==> src/hw/rieu_pkg.sv <==
// Constants and state types of the reset and interrupt exception unit
package rieu_pkg;

    localparam int NUM_EXT = 8;
    localparam int NUM_INT = 33;
    localparam int NUM_SRC = 1 + NUM_EXT + NUM_INT;
    localparam int IDX_W = 6;
    localparam int DATA_W = 8;
    localparam int ADDR_W = 4;
    localparam int VADDR_W = 16;
    localparam int CNT_W = 10;

    // Source index in the arbiter request word
    localparam int IDX_NMI = 0;
    localparam int IDX_EXT0 = 1;
    localparam int IDX_INT0 = 9;
    localparam int IDX_WDT_OVF = 41;

    // Vector numbers
    localparam logic [5:0] VEC_RESET = 6'h00;
    localparam logic [5:0] VEC_NMI = 6'h03;
    localparam logic [5:0] VEC_EXT0 = 6'h04;
    localparam logic [5:0] VEC_INT0 = 6'h0C;
    localparam logic [5:0] VEC_WDT_OVF = 6'h2C;

    // Timing in system clock cycles
    localparam logic [CNT_W-1:0] WDT_PULSE_CYCLES = 10'h206;
    localparam logic [CNT_W-1:0] MIN_CLEAR_CYCLES = 10'h00A;

    // Register offsets
    localparam logic [ADDR_W-1:0] REG_CTRL = 4'h0;
    localparam logic [ADDR_W-1:0] REG_SENSE = 4'h1;
    localparam logic [ADDR_W-1:0] REG_ENABLE = 4'h2;
    localparam logic [ADDR_W-1:0] REG_STATUS = 4'h3;
    localparam logic [ADDR_W-1:0] REG_PEND = 4'h4;

    // Control register fields
    localparam int CTRL_EDGE_BIT = 0;
    localparam int CTRL_WDT_NMI_BIT = 1;
    localparam int CTRL_WDT_RST_BIT = 2;

    // Status register fields
    localparam int STAT_SRC_EXT_BIT = 0;
    localparam int STAT_BLOCK_BIT = 1;
    localparam int STAT_NMI_PEND_BIT = 2;
    localparam int STAT_WDT_PEND_BIT = 3;

    // Reset values
    localparam logic [DATA_W-1:0] SENSE_RST = 8'h00;
    localparam logic [DATA_W-1:0] ENABLE_RST = 8'h00;

    typedef enum logic [1:0] {
        MODE_RESET,
        MODE_WDT_PULSE,
        MODE_RUN
    } rieu_mode_t;

    typedef struct packed {
        logic clr_s1;
        logic clr_s2;
        logic nmi_s1;
        logic nmi_s2;
        logic nmi_prev;
        logic [NUM_EXT-1:0] ext_s1;
        logic [NUM_EXT-1:0] ext_s2;
        logic [NUM_EXT-1:0] ext_prev;
        rieu_mode_t mode;
        logic [CNT_W-1:0] wdt_cnt;
        logic src_ext;
        logic block;
        logic nmi_pend;
        logic wdt_pend;
        logic [NUM_EXT-1:0] ext_pend;
        logic edge_sel;
        logic wdt_to_nmi;
        logic wdt_rst_sel;
        logic [NUM_EXT-1:0] sense;
        logic [NUM_EXT-1:0] enable;
        logic take;
        logic mask_set;
        logic [5:0] vec_num;
        logic [VADDR_W-1:0] vec_addr;
        logic [DATA_W-1:0] rdata;
    } rieu_state_t;

endpackage

==> src/hw/rieu_prio_enc.sv <==
// Fixed priority encoder: lowest set index wins
`timescale 1ns/10ps
`default_nettype none
module rieu_prio_enc #(
    parameter int N = 42,
    parameter int W = 6
) (
    // Requests
    input wire logic [N-1:0] req,
    // Winner
    output logic found,
    output logic [W-1:0] idx
);
    always_comb begin
        found = 1'b0;
        idx = '0;
        // Scan downward so the lowest index is written last
        for (int i = N - 1; i >= 0; i--) begin
            if (req[i]) begin
                found = 1'b1;
                idx = W'(i);
            end
        end
    end
endmodule // rieu_prio_enc
`default_nettype wire

==> src/hw/rieu_top.sv <==
// Reset and interrupt exception unit of the microcontroller core
`timescale 1ns/10ps
`default_nettype none
module rieu_top #(
    parameter logic [rieu_pkg::CNT_W-1:0] WDT_PULSE = rieu_pkg::WDT_PULSE_CYCLES
) (
    // Clock, reset, enable
    input wire logic clock,
    input wire logic srst,
    input wire logic clk_en,
    // Pins
    input wire logic chip_clear_n,
    input wire logic unmaskable_pin,
    input wire logic [rieu_pkg::NUM_EXT-1:0] ext_line_requests,
    // Peripheral and watchdog events
    input wire logic [rieu_pkg::NUM_INT-1:0] periph_req,
    input wire logic wdt_overflow_event,
    // CPU core
    input wire logic instr_end,
    input wire logic seq_end,
    input wire logic cc_and_instr,
    input wire logic cc_or_instr,
    input wire logic cc_xor_instr,
    input wire logic cc_load_instr,
    input wire logic cond_code_mask,
    output logic chip_in_reset,
    output logic exc_take,
    output logic mask_set,
    output logic [5:0] vec_num,
    output logic [rieu_pkg::VADDR_W-1:0] vec_addr,
    // Register port
    input wire logic [rieu_pkg::ADDR_W-1:0] reg_addr,
    input wire logic [rieu_pkg::DATA_W-1:0] reg_wdata,
    input wire logic reg_wr,
    input wire logic reg_rd,
    output logic [rieu_pkg::DATA_W-1:0] reg_rdata
);
    localparam int NE = rieu_pkg::NUM_EXT;
    localparam int NS = rieu_pkg::NUM_SRC;
    localparam int IW = rieu_pkg::IDX_W;

    // Pins idle high so no false edge appears after reset
    localparam rieu_pkg::rieu_state_t ST_RST = '{
        clr_s1: 1'b0,
        clr_s2: 1'b0,
        nmi_s1: 1'b1,
        nmi_s2: 1'b1,
        nmi_prev: 1'b1,
        ext_s1: '1,
        ext_s2: '1,
        ext_prev: '1,
        mode: rieu_pkg::MODE_RESET,
        wdt_cnt: '0,
        src_ext: 1'b1,
        block: 1'b1,
        nmi_pend: 1'b0,
        wdt_pend: 1'b0,
        ext_pend: '0,
        edge_sel: 1'b0,
        wdt_to_nmi: 1'b0,
        wdt_rst_sel: 1'b0,
        sense: rieu_pkg::SENSE_RST,
        enable: rieu_pkg::ENABLE_RST,
        take: 1'b0,
        mask_set: 1'b0,
        vec_num: rieu_pkg::VEC_RESET,
        vec_addr: '0,
        rdata: '0
    };

    rieu_pkg::rieu_state_t st;
    rieu_pkg::rieu_state_t next_st;

    logic running;
    logic cc_any;
    logic accept_point;
    logic fire;
    logic win_valid;
    logic [IW-1:0] win_idx;
    logic nmi_edge;
    logic nmi_take;
    logic wdt_take;
    logic [rieu_pkg::NUM_INT-1:0] int_req;
    logic [NE-1:0] line_req;
    logic [NE-1:0] line_pend_nx;
    logic [NS-1:0] req_raw;
    logic [NS-1:0] req;

    assign running = (st.mode == rieu_pkg::MODE_RUN);
    assign cc_any = cc_and_instr | cc_or_instr | cc_xor_instr | cc_load_instr;
    // No boundary right after a condition-code instruction, nor at the
    // end of the reset sequence before the first instruction has run
    assign accept_point = (instr_end & ~cc_any) | (seq_end & ~st.block);
    assign fire = running & accept_point & win_valid;

    // Unmaskable input: one edge only, polarity chosen by software
    assign nmi_edge = st.edge_sel ? (~st.nmi_prev & st.nmi_s2) : (st.nmi_prev & ~st.nmi_s2);
    assign nmi_take = fire & (win_idx == IW'(rieu_pkg::IDX_NMI));
    assign wdt_take = fire & (win_idx == IW'(rieu_pkg::IDX_WDT_OVF));

    // Watchdog overflow as a maskable source shares the last peripheral slot
    assign int_req = {periph_req[rieu_pkg::NUM_INT-1] | st.wdt_pend,
                      periph_req[rieu_pkg::NUM_INT-2:0]};

    for (genvar g = 0; g < NE; g++) begin : g_line
        logic fall;
        logic take_line;
        logic drop;
        assign fall = st.ext_prev[g] & ~st.ext_s2[g];
        // Level mode asks while low and enabled; edge mode keeps a latch
        assign line_req[g] = st.sense[g] ? st.ext_pend[g] : (~st.ext_s2[g] & st.enable[g]);
        assign take_line = fire & (win_idx == IW'(rieu_pkg::IDX_EXT0 + g));
        // A latched edge survives disabling until masked, level and disabled
        assign drop = cond_code_mask & ~st.sense[g] & ~st.enable[g];
        // A new edge in the clearing cycle wins over the clear
        assign line_pend_nx[g] = (st.sense[g] & st.enable[g] & fall) |
                                 (st.ext_pend[g] & ~take_line & ~drop);
    end

    assign req_raw = {int_req, line_req, st.nmi_pend};
    // The mask flag refuses everything but the unmaskable source
    assign req = {req_raw[NS-1:1] & {(NS-1){~cond_code_mask}}, req_raw[0]};

    rieu_prio_enc #(
        .N(NS),
        .W(IW)
    ) u_prio (
        .req(req),
        .found(win_valid),
        .idx(win_idx)
    );

    always_comb begin
        next_st = st;
        next_st.take = 1'b0;
        next_st.mask_set = 1'b0;
        next_st.rdata = '0;

        // Pin synchronisers
        next_st.clr_s1 = chip_clear_n;
        next_st.clr_s2 = st.clr_s1;
        next_st.nmi_s1 = unmaskable_pin;
        next_st.nmi_s2 = st.nmi_s1;
        next_st.nmi_prev = st.nmi_s2;
        next_st.ext_s1 = ext_line_requests;
        next_st.ext_s2 = st.ext_s1;
        next_st.ext_prev = st.ext_s2;

        // Pending sources; a new event beats its own clear
        next_st.nmi_pend = nmi_edge |
                           (wdt_overflow_event & ~st.wdt_rst_sel & st.wdt_to_nmi) |
                           (st.nmi_pend & ~nmi_take);
        next_st.wdt_pend = (wdt_overflow_event & ~st.wdt_rst_sel & ~st.wdt_to_nmi) |
                           (st.wdt_pend & ~wdt_take);
        next_st.ext_pend = line_pend_nx;

        // Boundary blocking
        if (instr_end) begin
            next_st.block = cc_any;
        end

        // Register writes
        if (reg_wr && running) begin
            case (reg_addr)
                rieu_pkg::REG_CTRL: begin
                    next_st.edge_sel = reg_wdata[rieu_pkg::CTRL_EDGE_BIT];
                    next_st.wdt_to_nmi = reg_wdata[rieu_pkg::CTRL_WDT_NMI_BIT];
                    next_st.wdt_rst_sel = reg_wdata[rieu_pkg::CTRL_WDT_RST_BIT];
                end
                rieu_pkg::REG_SENSE: next_st.sense = reg_wdata;
                rieu_pkg::REG_ENABLE: next_st.enable = reg_wdata;
                default: ;
            endcase
        end

        // Register reads, data in the following cycle
        if (reg_rd) begin
            case (reg_addr)
                rieu_pkg::REG_CTRL: begin
                    next_st.rdata[rieu_pkg::CTRL_EDGE_BIT] = st.edge_sel;
                    next_st.rdata[rieu_pkg::CTRL_WDT_NMI_BIT] = st.wdt_to_nmi;
                    next_st.rdata[rieu_pkg::CTRL_WDT_RST_BIT] = st.wdt_rst_sel;
                end
                rieu_pkg::REG_SENSE: next_st.rdata = st.sense;
                rieu_pkg::REG_ENABLE: next_st.rdata = st.enable;
                rieu_pkg::REG_STATUS: begin
                    next_st.rdata[rieu_pkg::STAT_SRC_EXT_BIT] = st.src_ext;
                    next_st.rdata[rieu_pkg::STAT_BLOCK_BIT] = st.block;
                    next_st.rdata[rieu_pkg::STAT_NMI_PEND_BIT] = st.nmi_pend;
                    next_st.rdata[rieu_pkg::STAT_WDT_PEND_BIT] = st.wdt_pend;
                end
                rieu_pkg::REG_PEND: next_st.rdata = st.ext_pend;
                default: next_st.rdata = '0;
            endcase
        end

        // Interrupt acceptance sets the mask and hands out the vector
        if (fire) begin
            next_st.take = 1'b1;
            next_st.mask_set = 1'b1;
            next_st.vec_num = win_idx + rieu_pkg::VEC_NMI;
            next_st.vec_addr = {9'h000, win_idx + rieu_pkg::VEC_NMI, 1'b0};
        end

        // Pending flags, edge select, sense, enable and block are held initialised while in reset; wdt_to_nmi and wdt_rst_sel keep their values
        if (!running) begin
            next_st.nmi_pend = 1'b0;
            next_st.wdt_pend = 1'b0;
            next_st.ext_pend = '0;
            next_st.edge_sel = 1'b0;
            next_st.sense = rieu_pkg::SENSE_RST;
            next_st.enable = rieu_pkg::ENABLE_RST;
            next_st.block = 1'b1;
        end

        case (st.mode)
            rieu_pkg::MODE_RUN: begin
                if (wdt_overflow_event && st.wdt_rst_sel) begin
                    next_st.mode = rieu_pkg::MODE_WDT_PULSE;
                    next_st.wdt_cnt = WDT_PULSE - 10'h001;
                    next_st.src_ext = 1'b0;
                    next_st.take = 1'b0;
                    next_st.mask_set = 1'b0;
                end
            end
            rieu_pkg::MODE_WDT_PULSE: begin
                if (st.wdt_cnt == '0) begin
                    next_st.mode = rieu_pkg::MODE_RUN;
                end else begin
                    next_st.wdt_cnt = st.wdt_cnt - 10'h001;
                end
            end
            rieu_pkg::MODE_RESET: begin
                if (st.clr_s2) begin
                    next_st.mode = rieu_pkg::MODE_RUN;
                end
            end
            default: next_st.mode = rieu_pkg::MODE_RESET;
        endcase

        // Leaving reset launches the reset sequence at vector zero
        if (!running && next_st.mode == rieu_pkg::MODE_RUN) begin
            next_st.take = 1'b1;
            next_st.mask_set = 1'b1;
            next_st.vec_num = rieu_pkg::VEC_RESET;
            next_st.vec_addr = '0;
        end

        // A low pin overrides every other activity
        if (!st.clr_s2) begin
            next_st.mode = rieu_pkg::MODE_RESET;
            next_st.src_ext = 1'b1;
            next_st.take = 1'b0;
            next_st.mask_set = 1'b0;
        end
    end

    always_ff @(posedge clock) begin
        if (srst) begin
            st <= ST_RST;
        end else if (clk_en) begin
            st <= next_st;
        end
    end

    assign chip_in_reset = ~running;
    assign exc_take = st.take;
    assign mask_set = st.mask_set;
    assign vec_num = st.vec_num;
    assign vec_addr = st.vec_addr;
    assign reg_rdata = st.rdata;
endmodule // rieu_top
`default_nettype wire

==> config.mk <==
export PLATFORM = sky130hd
export DESIGN_NAME = rieu_top
export DESIGN_NICKNAME = d
export VERILOG_FILES = /design/src/hw/rieu_pkg.sv /design/src/hw/rieu_prio_enc.sv /design/src/hw/rieu_top.sv
export SDC_FILE = /design/constraint.sdc
export NUM_CORES = 1
export LEC_CHECK = 0
export ABC_AREA = 0
export BUFFER_PORTS_ARGS = -buffer_cell sky130_fd_sc_hd__buf_2
export CORE_UTILIZATION = 30
export CTS_CLUSTER_DIAMETER = 80
export CTS_CLUSTER_SIZE = 28
export DETAILED_ROUTE_END_ITERATION = 8
export MAX_ROUTING_LAYER = met4
export SLEW_MARGIN = 20
export SYNTH_ARGS = -nofsm -noshare
export SYNTH_HDL_FRONTEND = slang
export SYNTH_SLANG_ARGS = --single-unit
==> constraint.sdc <==
create_clock -name clock -period 2.5 [get_ports clock]
set_clock_uncertainty 0.1 [all_clocks]
set_input_delay 0.125 -clock clock [delete_from_list [all_inputs] [get_ports clock]]
set_output_delay 0.125 -clock clock [all_outputs]
set_load 0.01 [all_outputs]
# Word level (Yosys, flattened, before mapping)
# Cells that the tools add are included.
# Widths: inputs -> output; s select.
# op_classes
addsub,2
n_eq_ne,25
n_mux,118
n_bitwise,152
reduce_logical,18
# ops
cell,count
$mux 6,42
$and 1x1->1,85
$mux 1,54
$not 1->1,50
$mux 24,2
$and 41x41->41,1
$eq 6x3->1 const B,4
$mux 8,3
$pmux 10 s2,1
$mux 19,1
$mux 16,1
$or 1x1->1,16
$pmux 3 s5,1
$reduce_and 3->1,5
$ne 2x1->1 const B,7
$mux 13,1
$eq 6x2->1 const B,2
$mux 12,1
$mux 2,6
$pmux 4 s3,1
$logic_not 10->1,1
$mux 10,1
$sub 10x1->10 const B,1
$eq 4x2->1 const B,2
20 further kinds,26
# totals
reg_bits,104
in_bits,68
output_inout_bits,33

# Logic depth before layout (Yosys ltp)
# Gate-level depths: netlist (run 1).
# depth
depth_word,53
depth_mapped,14
mapped_depth_nobuf,13

# Modules after synthesis
# Synthesis (run 1) repeated with hierarchy kept, for this count alone.
# hier_totals
cells_unflattened,687
area_unflattened_um2,5514.0
# modules_own_cells
module,instances,cells_per_inst,area_per_inst_um2,seq_area_each_um2
rieu_top,1,595,4998.5,1741.7
rieu_prio_enc,1,92,515.5,0.0

# Least setup slack after synthesis (run 1)
# Ideal clock, no wire load.
# synth_timing
path_type,register to register
from,register st[44] (netlist name)
to,register st[59] (netlist name)
setup_time_ns,0.132
arrival_time_ns,2.160
path_slack_ns,0.108
path_stages_with_launch,13
synth_period_minus_slack_ns,2.392
path_cell_list,dfxtp_1 > nor4b_2 > a31oi_2 > a21o_1 > a211oi_1 > o211a_1 > nor2_1 > inv_1 > ha_1 > nand3_1 > or4_1 > nand3_1 > a21oi_1
# synth_via
elab_chain_cells,14
# synth_rtl
element,line,text
start: declaration,rieu_top.sv:71,rieu_pkg::rieu_state_t st;
start signal: assignment,rieu_top.sv:262,st <= next_st;
$mux 1 *,rieu_top.sv:111,assign line_req[g] = st.sense[g] ? st.ext_pend[g] : (~st.ext_s2[g] & st.enable[g]);
$and 41x41->41 *,rieu_top.sv:122,"assign req = {req_raw[NS-1:1] & {(NS-1){~cond_code_mask}}, req_raw[0]};"
$mux 6 or $mux 1 (tied branches) (6 in a row),rieu_prio_enc.sv:19,if (req[i]) begin
$eq 6x6->1 or $and 1x1->1 (tied branches),"rieu_top.sv:99, rieu_top.sv:94",
$and 1x1->1 *,rieu_top.sv:99,assign wdt_take = fire & (win_idx == IW'(rieu_pkg::IDX_WDT_OVF));
$not 1->1 *,rieu_top.sv:154,(st.wdt_pend & ~wdt_take);
$and 1x1->1 *,rieu_top.sv:154,
$or 1x1->1 *,rieu_top.sv:153,next_st.wdt_pend = (wdt_overflow_event & ~st.wdt_rst_sel & ~st.wdt_to_nmi) |
$mux 12 *,rieu_top.sv:206,if (!running) begin
# Every way passes the cells marked *; elsewhere a longest branch is shown, timed or not.
# A chain may end at the register's enable or synchronous reset.

# Worst setup path after layout (run 1)
# layout_timing
from,"register st, in the netlist next_st[79]"
to,register st[59] (netlist name)
# layout_via
elab_chain_cells,16
# layout_rtl
element,line
$not 1->1 *,rieu_top.sv:111
$and 1x1->1 *,rieu_top.sv:111
$mux 1 *,rieu_top.sv:111
$and 41x41->41 *,rieu_top.sv:122
$mux 6 or $mux 1 (tied branches) (6 in a row),rieu_prio_enc.sv:19
$eq 6x6->1 or $and 1x1->1 (tied branches),"rieu_top.sv:99, rieu_top.sv:94"
$and 1x1->1 *,rieu_top.sv:99
$not 1->1 *,rieu_top.sv:154
$and 1x1->1 *,rieu_top.sv:154
$or 1x1->1 *,rieu_top.sv:153
$mux 12 *,rieu_top.sv:206
# Marks and branches as above.

==> out/results.txt, run 1 <==
CTS Sinks: 87
Post-synth EDFFs: 0
Achievable Freq: 399 MHz
Net switching fraction of the power: 24.3%
Clock latency reported for the late side of the worst-skew pair: 0.35 ns
Most frequent standard cell in the layout excluding fill and tap cells: buf_2
Final critical-path setup slack: -0.00809 ns
Total Nets Final: 839
Fraction of synthesis flops using an asynchronous set or reset pin: 0%
Initial DRC Count: 383
Drt first pass iters: 7
Critical path's largest stage delay: 0.43 ns
Commonest register cell after synthesis: dfxtp_1
Syn Area/Cell: 8.27 sq um
Static leakage: 2.77 nW
Diodes inserted: 0
Number of buffers inserted during clock tree synthesis: 9
Crit-path slowest cell: or4_4
Layout cells sized above 1: 30.0%
Clock tree from TritonCTS: built
Buffer cell driving the clock tree root: clkbuf_16
Post-synthesis register bit count: 87
Overall Power: 3.28 mW
Die height: 134 um
Gate count of the mapped netlist: 636
Mean routed wirelength per cell: 15.7 um
Aggregate global-route resource usage: 17.7%
Final number of max-transition violations: 0
Category of the worst setup path capture point: flop
Critical setup path kind: flop to flop
Setup repair after global routing missed its margin: yes
Antenna violations before repair: 0
Final period utilization: 100%
Global-route wire length before repair: 24300 um
Logic pwr share: 13.2%
Post-synthesis to final-layout area growth: 29.1%
Area of the die: 18100 sq um
Clk buf depth: 2
Starting density of the core: 30.6%
Overall overflow remaining after global route: 0
Startpoint Class: flop
List of cells traversed by the critical path: nor4b_4 > a31oi_2 > a21o_1 > a211oi_2 > o211a_1 > nor2_4 > inv_2 > ha_4 > nand3_2 > or4_4 > nand3_2 > a21oi_2
Clock transition time at the flip-flop clock pins of the worst setup and hold paths: 0.06 ns
Part of the Yosys area used for sequential elements: 33.1%
Delay-heaviest family, CP: simple AND/OR/NAND/NOR gates
Max-Slew Margin vs Limit: 50.4%
Number of hold violations in the final report: 0
ANT nets after route: 0
Synth Cell Area: 5260 sq um
# port buffers: 90
Via count of the first global-routing pass: 4717
Final Routed Wirelength: 15500 um
Sequential share of power: 43.9%
# Max-Cap Violations: 0
Int Power: 2.48 mW
X dimension of the die: 134 um
CORE AREA: 17200 sq um
Final min period: 2.51 ns
Routed via count: 5160
Clock power frac: 42.9%
Actual transition at the worst max-transition pin: 0.744 ns
Cell repeated most along the worst path: nand3_2
Most frequent cells in the layout: buf_2 (90), dfxtp_1 (82), nor2_1 (78), buf_4 (59), nand2_1 (44)
Dpl ws: -0.101 ns
Bufs and invs on worst path: 1
Detailed-placement wirelength estimate: 11500 um
Routability congestion estimate: 0.864
Pin count of the biggest net entering global routing: 39
Max IR drop VDD: 0.317 mV
Largest fanout on the critical path: 4
Number of vias per cell: 5.22
Outcome: finished with violations
Count of endpoints failing setup in the final report: 1
Maximum level of the CTS H-tree: 3
Count of unresolved DRC violations after routing: 0
Distinct cell type count of the synthesized netlist: 74
Worst slack on hold paths: 0.0594 ns
Warning count from the yosys run: 0
HP Class: input port to flop
Boundary pin count: 101
Site Rows: 48
Arr. time, crit path: 2.61 ns
Net Switching: 0.798 mW
Power density over the cells: 484 nW/um^2
Violations in the final reports: negative setup slack
Required time of the critical path: 2.61 ns
Setup TNS Final: -0.00809 ns
==> what timing repair did <==
action                                  4_1_cts  5_1_grt
hold buffers                                 14        0
setup buffers                                 1        4
hold endpoints to repair                     16        0
endpoints found under the setup margin       10       16
gates resized for setup                      13       43
pin swaps                                     2       18
==> state kept, by name, indices dropped and copies added, names as in the netlist <==
register,cells
req,1
vec_num,5
exc_take,1
reg_rdata,8
vec_addr,1
st,52
next_st,19
==> layer usage <==
metal | global-route usage, % | part of all wire, % | vias to the layer above
met5 | - | 0 | -
met4 | 6.62 | 2.0 | 0
met3 | 2.15 | 5.9 | 24
met2 | 27.3 | 45 | 163
met1 | 23.6 | 47 | 2443
li1 | - | - | 2530
==> final timing paths <==
path | start | endpoint | slack, ns | depth (start not counted)
worst max-delay path | next_st[79] | st[59] | -0.008 | 12
worst min-delay path | reg_wr | st[50] | 0.06 | 3
worst min register to register | next_st[86] | next_st[78] | 0.35 | 1
worst max register to register | next_st[79] | st[59] | -0.008 | 12
==> per-stage QoR <==
stage	std cells	area (sq um)	util, %
detailed placement	956	6100	35.5
global route	989	6790	39.5
floorplan	645	5290	-
finish	989	6790	39.5
global placement	956	6100	35.5
CTS	985	6600	38.4
==> cell usage after synthesis, types with 3 or more instances <==
cell type / number / area share [%]
dfxtp_1: 87 / 33
nor2_1: 81 / 5.8
nand2_1: 49 / 3.5
a21oi_1: 42 / 4.0
nor2b_1: 38 / 4.5
buf_4: 32 / 4.6
a211o_1: 30 / 5.0
mux2i_1: 22 / 4.2
clkbuf_1: 20 / 1.4
inv_1: 20 / 1.4
nor3_1: 16 / 1.5
nand3_1: 12 / 1.1
nand4_1: 12 / 1.4
o21ai_0: 11 / 1.0
and3_1: 10 / 1.2
ha_1: 10 / 2.4
nor4_1: 10 / 1.2
o31ai_1: 9 / 1.3
a222oi_1: 8 / 1.5
a31oi_1: 6 / 0.71
o21bai_1: 6 / 0.86
xnor2_1: 6 / 1.0
nor3b_1: 5 / 0.71
nor4b_2: 5 / 1.4
a22oi_1: 4 / 0.57
buf_1: 4 / 0.29
mux2_2: 4 / 0.86
nand2b_1: 4 / 0.48
o221ai_1: 4 / 0.67
o2bb2ai_1: 4 / 0.67
a211oi_1: 3 / 0.43
a2bb2oi_1: 3 / 0.50
a31oi_2: 3 / 0.71
nand4b_1: 3 / 0.50
o311ai_0: 3 / 0.50
==> power by group through the flow <==
stage | logic [mW] | registers [mW] | clock network (mW)
floorplan | 0.231 | 1.46 | 0
global placement | 0.380 | 1.47 | 0
detailed placement | 0.380 | 1.47 | 0
CTS | 0.404 | 1.44 | 1.44
global route | 0.476 | 1.44 | 1.50
finish | 0.434 | 1.44 | 1.41
==> kinds of logic after synthesis <==
logic type	after synthesis	synth area share [%]
xor gates and xnor gates	8	1.33
adders and majority gates	10	2.38
and+or+nand+nor	265	26.9
muxes	26	5.05
AOI/OAI and AO/OA	157	22.6
other	1	0.0713
buffers and inverters	82	8.50
DFF	87	33.1
==> area by class of cell <==
type	count	area (sq um)
clock buffers	10	229
clock inverters	4	72.6
fillers	1824	10400
inverters	21	78.8
multi-input cells	476	3300
flip-flops and latches	87	1750
well taps	225	282
repair buffers	166	1080
==> worst reg2reg max path: cells and delay by family (launching register included) <==
family                     cells  cell delay (ns)
buffers and inverters          1             0.11
adders and majority gates      1             0.14
DFF                            1             0.33
and+or+nand+nor                5             0.92
AOI/OAI and AO/OA              5             0.77
Note: power is estimated with default switching activity, not from simulation.
==> run 2, diff against run 1 <==
- clock period: 2.5 -> 2.77 ns (I/O delays scaled with it)
==> run 2 against run 1 <==
Net effect:
- the run now ends clean
- total power down 13%
- clock power shrank 13%
- sequential share of layout area increased by 1.8 points
- first-iteration DRC count up 20%
- non-clock buffer count fell by 37
- highest routed layer unchanged
- largest cell class unchanged
- sequential power is 9.7% lower
- worst setup slack better by 0.16 ns
==> out/results.txt, run 2 (synthesis gave the netlist of run 1 again) <==
Outcome: completed
Final instance area: 6330 sq um (-6.7%)
CTS Sinks: 87 (unchanged)
Net switching fraction of the power: 25.2% (+0.88 points)
Diodes inserted: 0 (unchanged)
Int Power: 2.14 mW (-14%)
Number of fill cells in the layout: 1834 (+0.55%)
FF/Latch Area: 1740 sq um (-0.36%)
HP Class: input port to flop
Clock latency reported for the late side of the worst-skew pair: 0.35 ns (about the same)
Number of vias per cell: 5.16 (-1.1%)
Setup TNS Final: 0 ns (+0.00809 ns)
Final Routed Wirelength: 14900 um (-4.1%)
Post-synthesis to final-layout area growth: 20.3%
Most flop-heavy register: st
Number of cells on the worst reg-to-reg path: 12 (unchanged)
Required time of the critical path: 2.91 ns (+0.30 ns)
RR Endpoint: st[59]
Number of flip-flops under the largest register name: 52 (unchanged)
Max IR drop VDD: 0.296 mV (-6.6%)
Site Rows: 48 (unchanged)
Setup repair after global routing missed its margin: yes
Count of unresolved DRC violations after routing: 0 (unchanged)
List of cells traversed by the critical path: nor4b_2 > a31oi_2 > a21o_1 > a211oi_1 > o211a_1 > nor2_4 > inv_1 > ha_1 > nand3_1 > or4_1 > nand3_1 > a21oi_1
Total Nets Final: 802 (-4.4%)
Multi-input gate area in the final layout: 3120 sq um (-5.5%)
Starting density of the core: 30.6% (unchanged)
ANT nets after route: 0 (unchanged)
Final min period: 2.62 ns (+0.114 ns)
Critical path's largest stage delay: 0.42 ns (about the same)
Via count of the first global-routing pass: 4540 (-3.8%)
Area of the die: 18100 sq um (unchanged)
Arr. time, crit path: 2.76 ns (+0.15 ns)
Drt first pass iters: 8 (+1)
Die height: 134 um (unchanged)
Routed via count: 4925 (-4.6%)
Cell repeated most along the worst path: nand3_1
Crit-path slowest cell: or4_1
Worst slack on hold paths: 0.0426 ns (-0.0169 ns)
Origin of the critical flop-to-flop path: st[44]
Critical setup path kind: flop to flop
Overall Power: 2.86 mW (-13%)
Critical path capture point: st[59]
Most frequent cells in the layout: buf_2 (90), dfxtp_1 (85), nor2_1 (80), nand2_1 (49), a21oi_1 (42)
Sequential share of power: 45.3% (+1.4 points)
Number of post-CTS setup repair buffers: 0 (-1)
Number of hold violations in the final report: 0 (unchanged)
Worst setup startpoint: st[44]
Detailed-placement wirelength estimate: 11300 um (-2.3%)
Clock transition time at the flip-flop clock pins of the worst setup and hold paths: 0.07 ns (about the same)
Final number of max-transition violations: 0 (unchanged)
Register-to-register path setup slack: 0.15 ns (+0.16 ns)
Final period utilization: 94.7% (-5.7 points)
Count of endpoints failing setup in the final report: 0 (-1)
Global-route wire length before repair: 24000 um (-1.2%)
Final critical-path setup slack: 0.148 ns (+0.156 ns)
Overall overflow remaining after global route: 0 (unchanged)
Dpl ws: 0.0632 ns (+0.164 ns)
# port buffers: 90 (unchanged)
CORE AREA: 17200 sq um (unchanged)
Max-Slew Margin vs Limit: 43.8% (-6.6 points)
Mean routed wirelength per cell: 15.6 um (-0.60%)
Layout cells sized above 1: 22.4% (-7.6 points)
Largest fanout on the critical path: 6 (+2)
# Max-Cap Violations: 0 (unchanged)
Logic pwr share: 12.0% (-1.2 points)
Category of the worst setup path capture point: flop
Aggregate global-route resource usage: 17.4% (-0.26 points)
Boundary pin count: 101 (unchanged)
Net Switching: 0.722 mW (-9.5%)
Achievable Freq: 381 MHz (-4.4%)
Maximum level of the CTS H-tree: 3 (unchanged)
Number of buffers inserted during clock tree synthesis: 9 (unchanged)
Antenna violations before repair: 0 (unchanged)
Initial DRC Count: 458 (+20%)
Actual transition at the worst max-transition pin: 0.833 ns (+0.0891 ns)
Clock tree from TritonCTS: built
Clock power frac: 42.6% (-0.3 points)
X dimension of the die: 134 um (unchanged)
Placed instance area: 5880 sq um (-3.6%)
Buffer cell driving the clock tree root: clkbuf_16
Clk buf depth: 2 (unchanged)
Routability congestion estimate: 0.889 (+2.9%)
Most frequent standard cell in the layout excluding fill and tap cells: buf_2
Static leakage: 2.55 nW (-7.7%)
Startpoint Class: flop
Power density over the cells: 453 nW/um^2 (-6.4%)
Pin count of the biggest net entering global routing: 31 (-21%)
[run 2: changes by cell type in the layout (fill, tap and decap cells not counted), sizes merged]
cell and change:
buf -36, clkbuf +3, dlygate4sd3 -1, clkinv +1, bufinv -2
[run 2: repair_timing]
| item | in CTS | in global routing |
|---|---|---|
| endpoints found under the hold margin | 13 | 0 |
| endpoints found under the setup margin | 0 | 10 |
| resized for setup | 0 | 5 |
| hold buffers | 13 | 0 |
[run 2: critical path: cells and delay by family (launching register included)]
| family | cells | cell delay, ns |
|---|---|---|
| AOI/OAI and AO/OA | 5 | 0.82 |
| and+or+nand+nor | 5 | 0.96 |
| adders and majority gates | 1 | 0.17 |
| buffers and inverters | 1 | 0.09 |
| DFF | 1 | 0.36 |
[run 2: area by class of cell]
cell class | count | area share (%)
Multi-Input combinational cell | 476 | 49.3
Sequential cell | 87 | 27.6
Timing Repair Buffer | 129 | 12.7
Tap cell | 225 | 4.45
Clock buffer | 13 | 4.43
Inverter | 21 | 1.25
Clock inverter | 3 | 0.395
[run 2: power by group through the flow]
stage               clock [mW]  combinational, mW  sequential, mW
global route              1.31              0.381            1.30
floorplan                    0              0.208            1.32
finish                    1.22              0.345            1.30
detailed placement           0              0.327            1.33
global placement             0              0.325            1.33
CTS                       1.25              0.343            1.30
[run 2: worst min path at each step]
stage                               from           end  slack, ns  depth (start not counted)
after floorplan           unmaskable_pin  next_st[100]       0.16                          1
after global placement    unmaskable_pin  next_st[100]       0.25                          2
after detailed placement  unmaskable_pin  next_st[100]       0.25                          2
after CTS                         reg_rd  reg_rdata[1]       0.03                          3
after global routing              reg_rd  reg_rdata[1]       0.04                          3
final                             reg_rd  reg_rdata[1]       0.04                          3
[run 2: metrics by stage]
step	std cells	util, %
after floorplan	645	-
after global placement	925	34.2
after detailed placement	925	34.2
after CTS	954	36.7
after global routing	954	36.8
final	954	36.8
[run 2: routing by layer]
metal | global-route usage, % | share of wire [%] | vias up
li1 | - | - | 2466
met1 | 23.6 | 49 | 2284
met4 | 6.37 | 1.5 | 0
met5 | - | 0 | -
met2 | 26.5 | 45 | 159
met3 | 2.08 | 4.5 | 16
==> run 3, diff against run 2 <==
- CORE_MARGIN: unset -> 3
==> run 3 against run 2 <==
Net effect:
- count of clock-buffer cells in the layout is 3 lower
- via count increased by 1.3%
- utilization rose by 0.71 points
- die area rose by 6.0%
- non-clock buffer count rose by 5
- total power about the same
- sequential share of layout area is essentially flat
- largest power group unchanged
==> out/results.txt, run 3 (synthesis gave the netlist of run 1 again) <==
Outcome: completed
Aggregate global-route resource usage: 15.9% (-1.5 points)
Critical path's largest stage delay: 0.40 ns (-0.02 ns)
Setup repair after global routing missed its margin: no
Area of the die: 19100 sq um (+6.0%)
CORE AREA: 16900 sq um (-1.7%)
Actual transition at the worst max-transition pin: 0.697 ns (-0.136 ns)
Final instance area: 6340 sq um (+0.16%)
Routability congestion estimate: 0.917 (+3.2%)
Clock latency reported for the late side of the worst-skew pair: 0.35 ns (about the same)
# port buffers: 90 (unchanged)
Cell repeated most along the worst path: nand3_1
Clock transition time at the flip-flop clock pins of the worst setup and hold paths: 0.06 ns (about the same)
Most flop-heavy register: st
Global-route wire length before repair: 24700 um (+2.7%)
Initial DRC Count: 336 (-27%)
Count of endpoints failing setup in the final report: 0 (unchanged)
CTS Sinks: 87 (unchanged)
ANT nets after route: 0 (unchanged)
Mean routed wirelength per cell: 15.9 um (+1.5%)
Category of the worst setup path capture point: flop
Critical setup path kind: flop to flop
Total Nets Final: 807 (+0.62%)
Antenna violations before repair: 1 (+1)
Pin count of the biggest net entering global routing: 32 (+3.2%)
Clk buf depth: 2 (unchanged)
Die height: 138 um (+3.0%)
Max-Slew Margin vs Limit: 53.4% (+9.6 points)
X dimension of the die: 138 um (+3.0%)
Most frequent standard cell in the layout excluding fill and tap cells: buf_2
Overall overflow remaining after global route: 0 (unchanged)
# Max-Cap Violations: 0 (unchanged)
Final min period: 2.56 ns (-0.0647 ns)
Number of vias per cell: 5.23 (+1.3%)
Arr. time, crit path: 2.65 ns (-0.11 ns)
Number of post-CTS setup repair buffers: 0 (unchanged)
Final period utilization: 92.3% (-2.3 points)
Count of unresolved DRC violations after routing: 0 (unchanged)
Boundary pin count: 101 (unchanged)
Number of hold violations in the final report: 0 (unchanged)
Crit-path slowest cell: or4_1
Drt first pass iters: 6 (-2)
Power density over the cells: 452 nW/um^2 (about the same)
Final Routed Wirelength: 15100 um (+1.5%)
Post-synthesis to final-layout area growth: 20.5%
List of cells traversed by the critical path: nor4b_4 > a31oi_2 > a21o_1 > a211oi_2 > o211a_1 > nor2_2 > inv_1 > ha_1 > nand3_1 > or4_1 > nand3_1 > a21oi_1
Startpoint Class: flop
Most frequent cells in the layout: buf_2 (90), dfxtp_1 (85), nor2_1 (80), nand2_1 (49), a21oi_1 (42)
Setup TNS Final: 0 ns (unchanged)
Number of flip-flops under the largest register name: 52 (unchanged)
HP Class: input port to flop
Static leakage: 2.56 nW (+0.30%)
Clock tree from TritonCTS: built
Final number of max-transition violations: 0 (unchanged)
Site Rows: 47 (-2.1%)
Max IR drop VDD: 0.297 mV (+0.19%)
Layout cells sized above 1: 22.9% (+0.56 points)
Number of buffers inserted during clock tree synthesis: 9 (unchanged)
Routed via count: 4990 (+1.3%)
Placed instance area: 5880 sq um (+0.11%)
Overall Power: 2.87 mW (about the same)
Via count of the first global-routing pass: 4761 (+4.9%)
Buffer cell driving the clock tree root: clkbuf_16
Maximum level of the CTS H-tree: 3 (unchanged)
Bufs and invs on worst path: 1 (unchanged)
Achievable Freq: 391 MHz (+2.5%)
Detailed-placement wirelength estimate: 11500 um (+1.7%)
Delay-heaviest family, CP: simple AND/OR/NAND/NOR gates
Required time of the critical path: 2.86 ns (-0.05 ns)
Starting density of the core: 31.2% (+0.54 points)
Largest fanout on the critical path: 5 (-1)
[run 3: area by class of cell]
| type | count | area (sq um) |
|---|---|---|
| Tap cell | 220 | 275 |
| Clock buffer | 10 | 239 |
| Fill cell | 1791 | 10500 |
| Sequential cell | 87 | 1740 |
| Antenna cell | 1 | 2.50 |
| Timing Repair Buffer | 134 | 813 |
| Multi-Input combinational cell | 476 | 3130 |
| Clock inverter | 5 | 58.8 |
| Inverter | 21 | 78.8 |
[run 3: path summary, 6_finish.rpt]
kind,startpoint,slack [ns],to,cells past startpoint
min reg2reg,st[62],0.35,st[62],2
min,reg_rd,0.04,reg_rdata[2],3
max,next_st[79],0.21,st[59],12
max reg2reg,next_st[79],0.21,st[59],12
[run 3: metal layers]
layer / vias to the layer above / GRT usage (%) / part of all wire (%) / wire length, um
met2: 158 / 24.6 / 45 / 6770
met5: - / - / 0 / 0
met1: 2334 / 21.0 / 48 / 7210
met3: 22 / 3.52 / 5.7 / 863
li1: 2476 / - / - / -
met4: 0 / 4.73 / 1.9 / 292
[run 3: per-stage QoR]
stage / util [%] / hold slack, ns / setup slack, ns / cells
floorplan: - / 0.161 / 0.378 / 645
finish: 37.5 / 0.0384 / 0.212 / 954
global route: 37.5 / 0.0387 / 0.0139 / 954
CTS: 37.4 / 0.0251 / 0.142 / 953
global placement: 34.9 / 0.247 / 0.218 / 925
detailed placement: 34.9 / 0.254 / 0.159 / 925
[run 3: tightest hold or removal path: stages]
cell     delay, ns
buf_2         0.15
nand3_1       0.09
a21oi_1       0.06
[run 3: where the power goes]
part           internal, mW  switching [mW]
Sequential             1.28          0.0193
Clock                 0.718           0.507
Combinational         0.153           0.191
Total                  2.15           0.716
[run 3: repair_timing]
action,in CTS,in global routing
endpoints found under the hold margin,13,0
hold buffers,13,0
setup endpoints to repair,0,10
gates resized for setup,0,6
